--- config.mk ---
export PLATFORM = sky130hd
export DESIGN_NAME = poq_core
export DESIGN_NICKNAME = d
export VERILOG_FILES = /design/src/core/poq_core.v
export VERILOG_INCLUDE_DIRS = /design/src /design/src/common
export SDC_FILE = /design/constraint.sdc
export NUM_CORES = 1
export LEC_CHECK = 0
export BUFFER_PORTS_ARGS = -buffer_cell sky130_fd_sc_hd__buf_2
export CORE_ASPECT_RATIO = 1.25
export CORE_MARGIN = 5
export CORE_UTILIZATION = 51
export DETAILED_ROUTE_END_ITERATION = 12
export GPL_TIMING_DRIVEN = 0
export PLACE_DENSITY = 0.75
export SLEW_MARGIN = 0
export SYNTH_ARGS = -nofsm -noshare
export SYNTH_HDL_FRONTEND = slang
export SYNTH_SLANG_ARGS = --single-unit
--- constraint.sdc ---
create_clock -name pclk -period 2.42 [get_ports pclk]
set_input_delay 0.121 -clock pclk [delete_from_list [all_inputs] [get_ports pclk]]
set_output_delay 0.121 -clock pclk [all_outputs]
set_load 0.01 [all_outputs]
--- src/common/poq_defines.vh ---
// constants for the packet, overlap and queue control block
//
// Contract
// - after any reset the task file holds the packet-device signature; the code loads it on presetn and soft reset only, not on device reset 08h.
// - identify device is aborted and the packet signature is loaded.
// - packet command sets busy, then data request with busy cleared.
// - after the last packet word busy sets and data request clears.
// - bus release clears both data request and busy.
// - only nop 01h, packet, queued dma and service may overlap.
// - overlap with release interrupt: release, then serv and intrq.
// - overlap without release interrupt: complete now or release.
// - queued dma completes at once if ready, otherwise releases.
// - service need is shown only while the device is selected.
// - auto-poll nop returns err only and aborts nothing.
// - non-queued command with a queue aborts it and empties the queue.
// - maximum queue depth is reported in identify word 73.
// - host tag from sector count is restored during service.
// - duplicate tag or any error other than auto-poll nop aborts the whole queue.
// - ready while idle sets serv and pending interrupt, gated intrq.
// - status read or command write clears pending interrupt.
// - ready while busy only sets serv, no extra interrupt.
`ifndef POQ_DEFINES_VH
`define POQ_DEFINES_VH

`define POQ_A_DATA     5'h00
`define POQ_A_FEAT     5'h01
`define POQ_A_SCNT     5'h02
`define POQ_A_LBAL     5'h03
`define POQ_A_LBAM     5'h04
`define POQ_A_LBAH     5'h05
`define POQ_A_DEVH     5'h06
`define POQ_A_CMD      5'h07
`define POQ_A_CTRL     5'h08
`define POQ_A_ENG      5'h09
`define POQ_A_QSTAT    5'h0A

`define POQ_C_NOP      8'h00
`define POQ_C_PACKET   8'hA0
`define POQ_C_IDDEV    8'hEC
`define POQ_C_IDPKT    8'hA1
`define POQ_C_SERVICE  8'hA2
`define POQ_C_RDQ      8'hC7
`define POQ_C_WRQ      8'hCC
`define POQ_C_SETF     8'hEF
`define POQ_C_DEVRST   8'h08
`define POQ_SUB_POLL   8'h01
`define POQ_SF_RELEN   8'h5D
`define POQ_SF_RELDIS  8'hDD

`define POQ_ST_BSY     7
`define POQ_ST_DRQ     3
`define POQ_ST_SERV    4
`define POQ_ST_ERR     0
`define POQ_ST_DRDY    6
`define POQ_ER_ABRT    8'h04
`define POQ_DEV_SEL    4
`define POQ_CTL_NIEN   1
`define POQ_CTL_SRST   2
`define POQ_FEAT_OVL   1

`define POQ_SIG_SCNT   8'h01
`define POQ_SIG_LBAL   8'h01
`define POQ_SIG_LBAM   8'h14
`define POQ_SIG_LBAH   8'hEB
`define POQ_PKT_WORDS  4'h6
`define POQ_PKT_LAST   4'h5
`define POQ_QDEPTH     5'h1F
`define POQ_ID_QWORD   7'd73
`define POQ_PREP_CYC   4'h4

`endif

--- src/core/poq_core.v ---
// device-side packet, overlap and queue control with apb task file
//
// Decided for this implementation: the APB interface to the registers and the register addresses.
`include "poq_defines.vh"
`default_nettype none

module poq_core (
  input  wire        pclk,
  input  wire        presetn,
  input  wire        psel,
  input  wire        penable,
  input  wire        pwrite,
  input  wire [11:0] paddr,
  input  wire [31:0] pwdata,
  output reg  [31:0] prdata,
  output wire        pready,
  output wire        pslverr,
  input  wire        dev_num,
  input  wire        eng_ready,
  input  wire [4:0]  eng_tag,
  input  wire        eng_error,
  output reg         intrq,
  output reg         serv_ready_out
);

  // command engine states
  localparam S_IDLE = 3'd0;
  localparam S_PREP = 3'd1;
  localparam S_PKT  = 3'd2;
  localparam S_EXEC = 3'd3;

  // engine state and visible status
  reg [2:0]  state_reg;
  reg [7:0]  stat_reg;
  reg [7:0]  err_reg;

  // task-file shadow registers
  reg [7:0]  feat_reg;
  reg [7:0]  scnt_reg;
  reg [7:0]  lbal_reg;
  reg [7:0]  lbam_reg;
  reg [7:0]  lbah_reg;
  reg [7:0]  devh_reg;
  reg [7:0]  ctrl_reg;

  // sequencing and queue bookkeeping
  reg [3:0]  cnt_reg;
  reg        relint_reg;
  reg        pend_reg;
  reg        cur_q_reg;
  reg [4:0]  cur_tag_reg;
  reg [31:0] queued_reg;
  reg [31:0] ready_reg;
  reg [15:0] pkt_word_reg;

  wire wr_en = psel & penable & pwrite;
  wire rd_en = psel & penable & ~pwrite;
  wire [4:0] idx = paddr[6:2];
  wire in_map = (paddr[11:7] == 5'h00) && (paddr[1:0] == 2'b00)
                && (idx <= `POQ_A_QSTAT);
  wire [7:0] wbyte = pwdata[7:0];
  wire selected = (devh_reg[`POQ_DEV_SEL] == dev_num);
  wire bsy = stat_reg[`POQ_ST_BSY];
  wire drq = stat_reg[`POQ_ST_DRQ];
  wire cmd_wr = wr_en & in_map & (idx == `POQ_A_CMD) & selected;
  wire st_rd = rd_en & in_map & (idx == `POQ_A_CMD) & selected;
  wire srst = wr_en & in_map & (idx == `POQ_A_CTRL)
              & wbyte[`POQ_CTL_SRST];
  wire q_any = |queued_reg;
  wire rdy_any = |ready_reg;

  // one-hot bit for a tag
  function [31:0] tag_bit;
    input [4:0] t;
    begin
      tag_bit = 32'h0000_0001 << t;
    end
  endfunction

  // classify overlappable commands
  function is_ovl_cmd;
    input [7:0] c;
    input [7:0] f;
    begin
      is_ovl_cmd = (c == `POQ_C_PACKET) || (c == `POQ_C_RDQ) ||
                   (c == `POQ_C_WRQ) || (c == `POQ_C_SERVICE) ||
                   ((c == `POQ_C_NOP) && (f == `POQ_SUB_POLL));
    end
  endfunction

  assign pready = 1'b1;
  assign pslverr = (psel & penable) & ~in_map;

  always @* begin
    prdata = 32'h0000_0000;
    case (idx)
      `POQ_A_DATA:  prdata = {16'h0000, pkt_word_reg};
      `POQ_A_FEAT:  prdata = {24'h000000, err_reg};
      `POQ_A_SCNT:  prdata = {24'h000000, scnt_reg};
      `POQ_A_LBAL:  prdata = {24'h000000, lbal_reg};
      `POQ_A_LBAM:  prdata = {24'h000000, lbam_reg};
      `POQ_A_LBAH:  prdata = {24'h000000, lbah_reg};
      `POQ_A_DEVH:  prdata = {24'h000000, devh_reg};
      `POQ_A_CMD:   prdata = selected ? {24'h000000, stat_reg}
                                      : 32'h0000_0000;
      `POQ_A_CTRL:  prdata = {24'h000000, ctrl_reg};
      `POQ_A_ENG:   prdata = {29'h0, state_reg};
      // queue depth as identify word 73
      `POQ_A_QSTAT: prdata = {9'h0, `POQ_ID_QWORD, 11'h0, `POQ_QDEPTH};
      default:      prdata = 32'h0000_0000;
    endcase
  end

  wire [31:0] ready_set = (eng_ready && queued_reg[eng_tag])
                          ? tag_bit(eng_tag) : 32'h0000_0000;

  always @(posedge pclk or negedge presetn) begin
    if (!presetn) begin
      state_reg      <= S_IDLE;
      stat_reg       <= 8'h00;
      err_reg        <= 8'h01;
      scnt_reg       <= `POQ_SIG_SCNT;
      lbal_reg       <= `POQ_SIG_LBAL;
      lbam_reg       <= `POQ_SIG_LBAM;
      lbah_reg       <= `POQ_SIG_LBAH;
      feat_reg       <= 8'h00;
      devh_reg       <= 8'h00;
      ctrl_reg       <= 8'h00;
      cnt_reg        <= 4'h0;
      relint_reg     <= 1'b0;
      pend_reg       <= 1'b0;
      cur_q_reg      <= 1'b0;
      cur_tag_reg    <= 5'h00;
      queued_reg     <= 32'h0000_0000;
      ready_reg      <= 32'h0000_0000;
      pkt_word_reg   <= 16'h0000;
      intrq          <= 1'b0;
      serv_ready_out <= 1'b0;
    end else begin
      ready_reg <= ready_reg | ready_set;
      // status read or command write clears pending
      if (st_rd || cmd_wr) begin
        pend_reg <= 1'b0;
      end

      // task-file writes land whether or not this device is selected
      if (wr_en && in_map && idx == `POQ_A_CTRL) begin
        ctrl_reg <= wbyte;
      end

      if (wr_en && in_map && idx == `POQ_A_DEVH) begin
        devh_reg <= wbyte;
      end

      if (wr_en && in_map && idx == `POQ_A_FEAT) begin
        feat_reg <= wbyte;
      end

      if (wr_en && in_map && idx == `POQ_A_SCNT) begin
        scnt_reg <= wbyte;
      end

      if (wr_en && in_map && idx == `POQ_A_LBAL) begin
        lbal_reg <= wbyte;
      end

      if (wr_en && in_map && idx == `POQ_A_LBAM) begin
        lbam_reg <= wbyte;
      end

      if (wr_en && in_map && idx == `POQ_A_LBAH) begin
        lbah_reg <= wbyte;
      end

      if (srst) begin
        // signature after soft reset; queue dropped too
        state_reg  <= S_IDLE;
        stat_reg   <= 8'h00;
        err_reg    <= 8'h01;
        scnt_reg   <= `POQ_SIG_SCNT;
        lbal_reg   <= `POQ_SIG_LBAL;
        lbam_reg   <= `POQ_SIG_LBAM;
        lbah_reg   <= `POQ_SIG_LBAH;
        queued_reg <= 32'h0000_0000;
        ready_reg  <= 32'h0000_0000;
        pend_reg   <= 1'b0;
      end else begin
        case (state_reg)
          S_IDLE: begin
            if (cmd_wr) begin
              err_reg <= 8'h00;
              stat_reg[`POQ_ST_ERR] <= 1'b0;
              // auto-poll nop: err only, queue untouched
              if (wbyte == `POQ_C_NOP && feat_reg == `POQ_SUB_POLL) begin
                stat_reg[`POQ_ST_ERR] <= 1'b1;
                err_reg  <= `POQ_ER_ABRT;
                pend_reg <= 1'b1;
              end else if (q_any && !is_ovl_cmd(wbyte, feat_reg)) begin
                stat_reg[`POQ_ST_ERR] <= 1'b1;
                err_reg    <= `POQ_ER_ABRT;
                queued_reg <= 32'h0000_0000;
                ready_reg  <= 32'h0000_0000;
                pend_reg   <= 1'b1;
              end else if (wbyte == `POQ_C_IDDEV) begin
                stat_reg[`POQ_ST_ERR] <= 1'b1;
                err_reg  <= `POQ_ER_ABRT;
                scnt_reg <= `POQ_SIG_SCNT;
                lbal_reg <= `POQ_SIG_LBAL;
                lbam_reg <= `POQ_SIG_LBAM;
                lbah_reg <= `POQ_SIG_LBAH;
                pend_reg <= 1'b1;
              end else if (wbyte == `POQ_C_SETF) begin
                if (feat_reg == `POQ_SF_RELEN)
                  relint_reg <= 1'b1;
                else if (feat_reg == `POQ_SF_RELDIS)
                  relint_reg <= 1'b0;
                pend_reg <= 1'b1;
              end else if (wbyte == `POQ_C_PACKET) begin
                // busy while preparing for the packet
                stat_reg[`POQ_ST_BSY] <= 1'b1;
                cnt_reg   <= 4'h0;
                cur_q_reg <= 1'b0;
                // released packet is tracked under the host's tag
                cur_tag_reg <= scnt_reg[4:0];
                state_reg <= S_PREP;
              end else if (wbyte == `POQ_C_RDQ || wbyte == `POQ_C_WRQ) begin
                if (queued_reg[scnt_reg[4:0]]) begin
                  stat_reg[`POQ_ST_ERR] <= 1'b1;
                  err_reg    <= `POQ_ER_ABRT;
                  queued_reg <= 32'h0000_0000;
                  ready_reg  <= 32'h0000_0000;
                  pend_reg   <= 1'b1;
                end else begin
                  cur_tag_reg <= scnt_reg[4:0];
                  cur_q_reg   <= 1'b1;
                  stat_reg[`POQ_ST_BSY] <= 1'b1;
                  state_reg   <= S_EXEC;
                end
              end else if (wbyte == `POQ_C_SERVICE && rdy_any) begin
                stat_reg[`POQ_ST_BSY] <= 1'b1;
                cur_q_reg <= 1'b1;
                state_reg <= S_EXEC;
              end else begin
                pend_reg <= 1'b1;
              end
            end
          end
          S_PREP: begin
            cnt_reg <= cnt_reg + 4'h1;
            if (cnt_reg == `POQ_PREP_CYC) begin
              stat_reg[`POQ_ST_BSY] <= 1'b0;
              stat_reg[`POQ_ST_DRQ] <= 1'b1;
              cnt_reg   <= 4'h0;
              state_reg <= S_PKT;
            end
          end
          S_PKT: begin
            if (wr_en && in_map && idx == `POQ_A_DATA) begin
              pkt_word_reg <= pwdata[15:0];
              cnt_reg <= cnt_reg + 4'h1;
              // last word: busy on, drq off
              if (cnt_reg == `POQ_PKT_LAST) begin
                stat_reg[`POQ_ST_DRQ] <= 1'b0;
                stat_reg[`POQ_ST_BSY] <= 1'b1;
                state_reg <= S_EXEC;
              end
            end
          end
          S_EXEC: begin
            if (eng_error) begin
              stat_reg <= 8'h01;
              err_reg  <= `POQ_ER_ABRT;
              queued_reg <= 32'h0000_0000;
              ready_reg  <= 32'h0000_0000;
              pend_reg   <= 1'b1;
              state_reg  <= S_IDLE;
            end else if (cur_q_reg && rdy_any) begin
              scnt_reg <= {3'b000, eng_tag};
              queued_reg <= queued_reg & ~tag_bit(eng_tag);
              ready_reg <= (ready_reg | ready_set) & ~tag_bit(eng_tag);
              stat_reg[`POQ_ST_BSY] <= 1'b0;
              pend_reg  <= 1'b1;
              state_reg <= S_IDLE;
            end else if (eng_ready
                         && !(cur_q_reg || feat_reg[`POQ_FEAT_OVL])) begin
              stat_reg[`POQ_ST_BSY] <= 1'b0;
              pend_reg  <= 1'b1;
              state_reg <= S_IDLE;
            end else if (cur_q_reg || (feat_reg[`POQ_FEAT_OVL] && relint_reg)
                         || (feat_reg[`POQ_FEAT_OVL] && !eng_ready)) begin
              // release: busy and drq both clear
              stat_reg[`POQ_ST_BSY] <= 1'b0;
              stat_reg[`POQ_ST_DRQ] <= 1'b0;
              queued_reg <= queued_reg | tag_bit(cur_tag_reg);
              if (relint_reg)
                pend_reg <= 1'b1;
              state_reg <= S_IDLE;
            end else if (eng_ready) begin
              stat_reg[`POQ_ST_BSY] <= 1'b0;
              pend_reg  <= 1'b1;
              state_reg <= S_IDLE;
            end
          end
          default: state_reg <= S_IDLE;
        endcase
      end
      // serv flag; interrupt only when ready while idle
      stat_reg[`POQ_ST_SERV] <= rdy_any | (|ready_set);
      if ((|ready_set) && !rdy_any && !bsy && !drq && state_reg == S_IDLE)
        pend_reg <= 1'b1;
      // intrq gated by selection and nien
      intrq <= pend_reg & selected & ~ctrl_reg[`POQ_CTL_NIEN];
      serv_ready_out <= rdy_any & selected;
    end
  end

endmodule // poq_core

`default_nettype wire

==> flow_summary.ini <==
[global_route]
busiest_layer = met2
grt_pass1_wl_um = 42300
grt_use_met3 = 0.0429
antenna_found_initial = 0
grt_max_degree = 101
met2_usage = 0.465
grt_pass1_vias = 7898
met1_usage = 0.330
track_usage = 0.267
grt_overflow = 0

[clocking]
clock_path_buffers = 2
tritoncts = built
cts.reportedPaths.clkPinSlew_ps = 70
h-tree-depth = 4
cts_root_buffer = clkbuf_16
cts.sinks = 157
clk_latency_ps = 440
cts_buffers = 17

[detailed_routing]
num_vias = 8251
vias_per_cell = 6.29
drtPass1Iterations = 5
drc_errors = 0
routedWlPerCell_um = 20.9
drt_wl_total_um = 27400
initialDrtViolationCount = 1020
drtAntennaViolNets = 0

[sta]
finalHoldViolCount = 0
slew_headroom = 0.166
setup_viol = 75
timing.fmax_mhz = 351
drv_slew = 0
worst_pin_slew_ps = 1240
final.period_utilization = 1.18
skew_ps = 13.3
period_needed_ps = 2850
grt_setup_unrepaired = true
final.setup.worst_slack_ps = -432

[synth]
syn_avg_cell_area_um2 = 9.32
async_flop_share = 1.00
netlist_instances = 960
yosys_register_bits = 157
synth_cell_types = 69
synth_flop_cell = dfrtp_1
synth_warnings = 0
ys_top_cells_by_area = dfrtp_1 41%, nand2_1 6.2%, mux2_2 4.8%, o21ai_0 4.6%, a21oi_1 4.4%
synth_top_area_cell = dfrtp_1
yosysSeqAreaShare = 0.441
synth_common_cells = 148 x nand2_1, 146 x dfrtp_1, 83 x o21ai_0
synth_most_common_cell = nand2_1
yosysTopAreaCellShare = 0.409
synth_edf_count = 0
syn_area_um2 = 8940

[pwr]
p_total_w = 0.00780
p_leak_nw = 4.77
p_per_area_nw_per_um2 = 720
peakVddDrop_v = 0.000432

[worst_setup_path]
cp-startpoint = scnt_reg[0]
critPathMaxStageDelay_ps = 530
crit_required_ps = 2770
cp-start-kind = register
path_cells = buf_6 > buf_12 > mux2i_1 > mux4_2 > a221oi_4 > a21oi_4 > o21ai_4 > nand4_1 > o21ai_0
cp_top_family = compound AO/OA/AOI/OAI gates
r2r-start = scnt_reg[0]
slowest_stage = dfstp_2
path_class = register to register
critical_path_peak_fanout = 8
worstPathArrival_ps = 3210
critPathCaptureType = register
crit_buf_inv = 2

[final_layout]
layout-drive-gt1-share = 0.263
syn_to_final_growth_pct = 21.1
fin_util = 0.624
diodes = 0
finalNetCount = 1139

[floorplan]
ioPinCount = 93
fp.dieArea_um2 = 20300
die_y_um = 158
coreArea_um2 = 17400
num_rows = 54
die_w_um = 128
start_util = 0.515

[placed_design]
hpwl_um = 19100
place_congestion = 0.988
portBuffers = 53

[hold_path]
hold_path.class = input port to register
hold_path_startpoint = eng_tag[4]

[run_status]
violations = setup timing
status = finished with violations

[run]
drv_cap = 0
worst min-delay path, stage by stage:
cell and delay, ps:
buf_2 130, nand2_1 90, o21ai_1 80
cell families after synthesis:
family,after synthesis,synth area share
adders and majority gates,8,0.0112
and+or+nand+nor,343,0.186
muxes,91,0.130
buffers and inverters,97,0.0522
other,2,0.000840
AOI/OAI and AO/OA,260,0.177
xor gates and xnor gates,2,0.00196
DFF,157,0.441
final cells by class:
| class | count | area [um2] |
|---|---|---|
| fillers | 1430 | 6530 |
| multi-input cells | 718 | 4910 |
| flip-flops and latches | 157 | 3940 |
| repair buffers | 85 | 592 |
| plain buffers | 80 | 454 |
| clock buffers | 19 | 453 |
| well taps | 224 | 280 |
| clock inverters | 13 | 150 |
| inverters | 15 | 56.3 |
path summary, 6_finish.rpt:
check | end | slack [ps] | cells past startpoint
setup / recovery | queued_reg[24] | -430 | 9
hold / removal | scnt_reg[4] | 40 | 3
setup reg to reg | queued_reg[24] | -430 | 9
hold reg to reg | ctrl_reg[2] | 480 | 2
max in group asynchronous | queued_reg[9] | 1360 | 3
min in group asynchronous | pkt_word_reg[13] | 210 | 2
metal layers:
metal | vias up | wire length [um] | share of wire
met4 | 0 | 1200 | 0.044
met2 | 437 | 13900 | 0.51
met1 | 4021 | 10500 | 0.38
met3 | 105 | 1850 | 0.067
li1 | 3688 | - | -
met5 | - | 0 | 0
stage by stage:
stage | TNS, ps | cell area, um2 | cells | hold slack, ps | setup slack [ps]
6_report | -27200 | 10800 | 1311 | 40.6 | -432
3_3_place_gp | -217910 | 9580 | 1249 | 357 | -1160
3_5_place_dp | -50780 | 9620 | 1250 | 78.4 | -591
4_1_cts | -20660 | 10500 | 1301 | 26.6 | -336
2_1_floorplan | -5400 | 9040 | 972 | -175 | -126
5_1_grt | -30870 | 10800 | 1311 | 29.6 | -466
placed cells by master, fill, tap and decap left out, types with 4 or more instances in the layout:
cell type and instances:
a21oi_1 54, a21oi_2 24, a221oi_1 4, a22oi_1 45, a31oi_1 4, and2_1 8, and3_1 12, buf_2 60
buf_4 33, buf_6 11, clkbuf_1 42, clkbuf_16 17, conb_1 14, dfrtp_1 146, dfstp_2 11, dlygate4sd3_1 10
ha_1 8, inv_1 15, inv_6 7, mux2_2 33, mux2_4 5, mux2i_1 37, mux4_2 16, nand2_1 147
nand2b_1 12, nand3_1 18, nand4_1 12, nand4b_1 4, nor2_1 47, nor2_2 6, nor2b_1 9, nor3_1 18
nor4_1 16, o211ai_1 4, o21ai_0 38, o21ai_1 36, o21ai_2 13, or4_1 4
repair_timing:
action	CTS	global route
pin swaps	22	20
setup endpoints to repair	104	107
resized for setup	35	95
gates cloned	1	3
endpoints found under the hold margin	66	0
setup buffers	9	8
hold buffers	10	0
power breakdown:
| part | switching [W] | internal (W) |
|---|---|---|
| clock network | 0.00117 | 0.00160 |
| logic | 0.00142 | 0.000836 |
| registers | 0.0000926 | 0.00269 |
No activity file was read; power rests on OpenSTA's default activity.
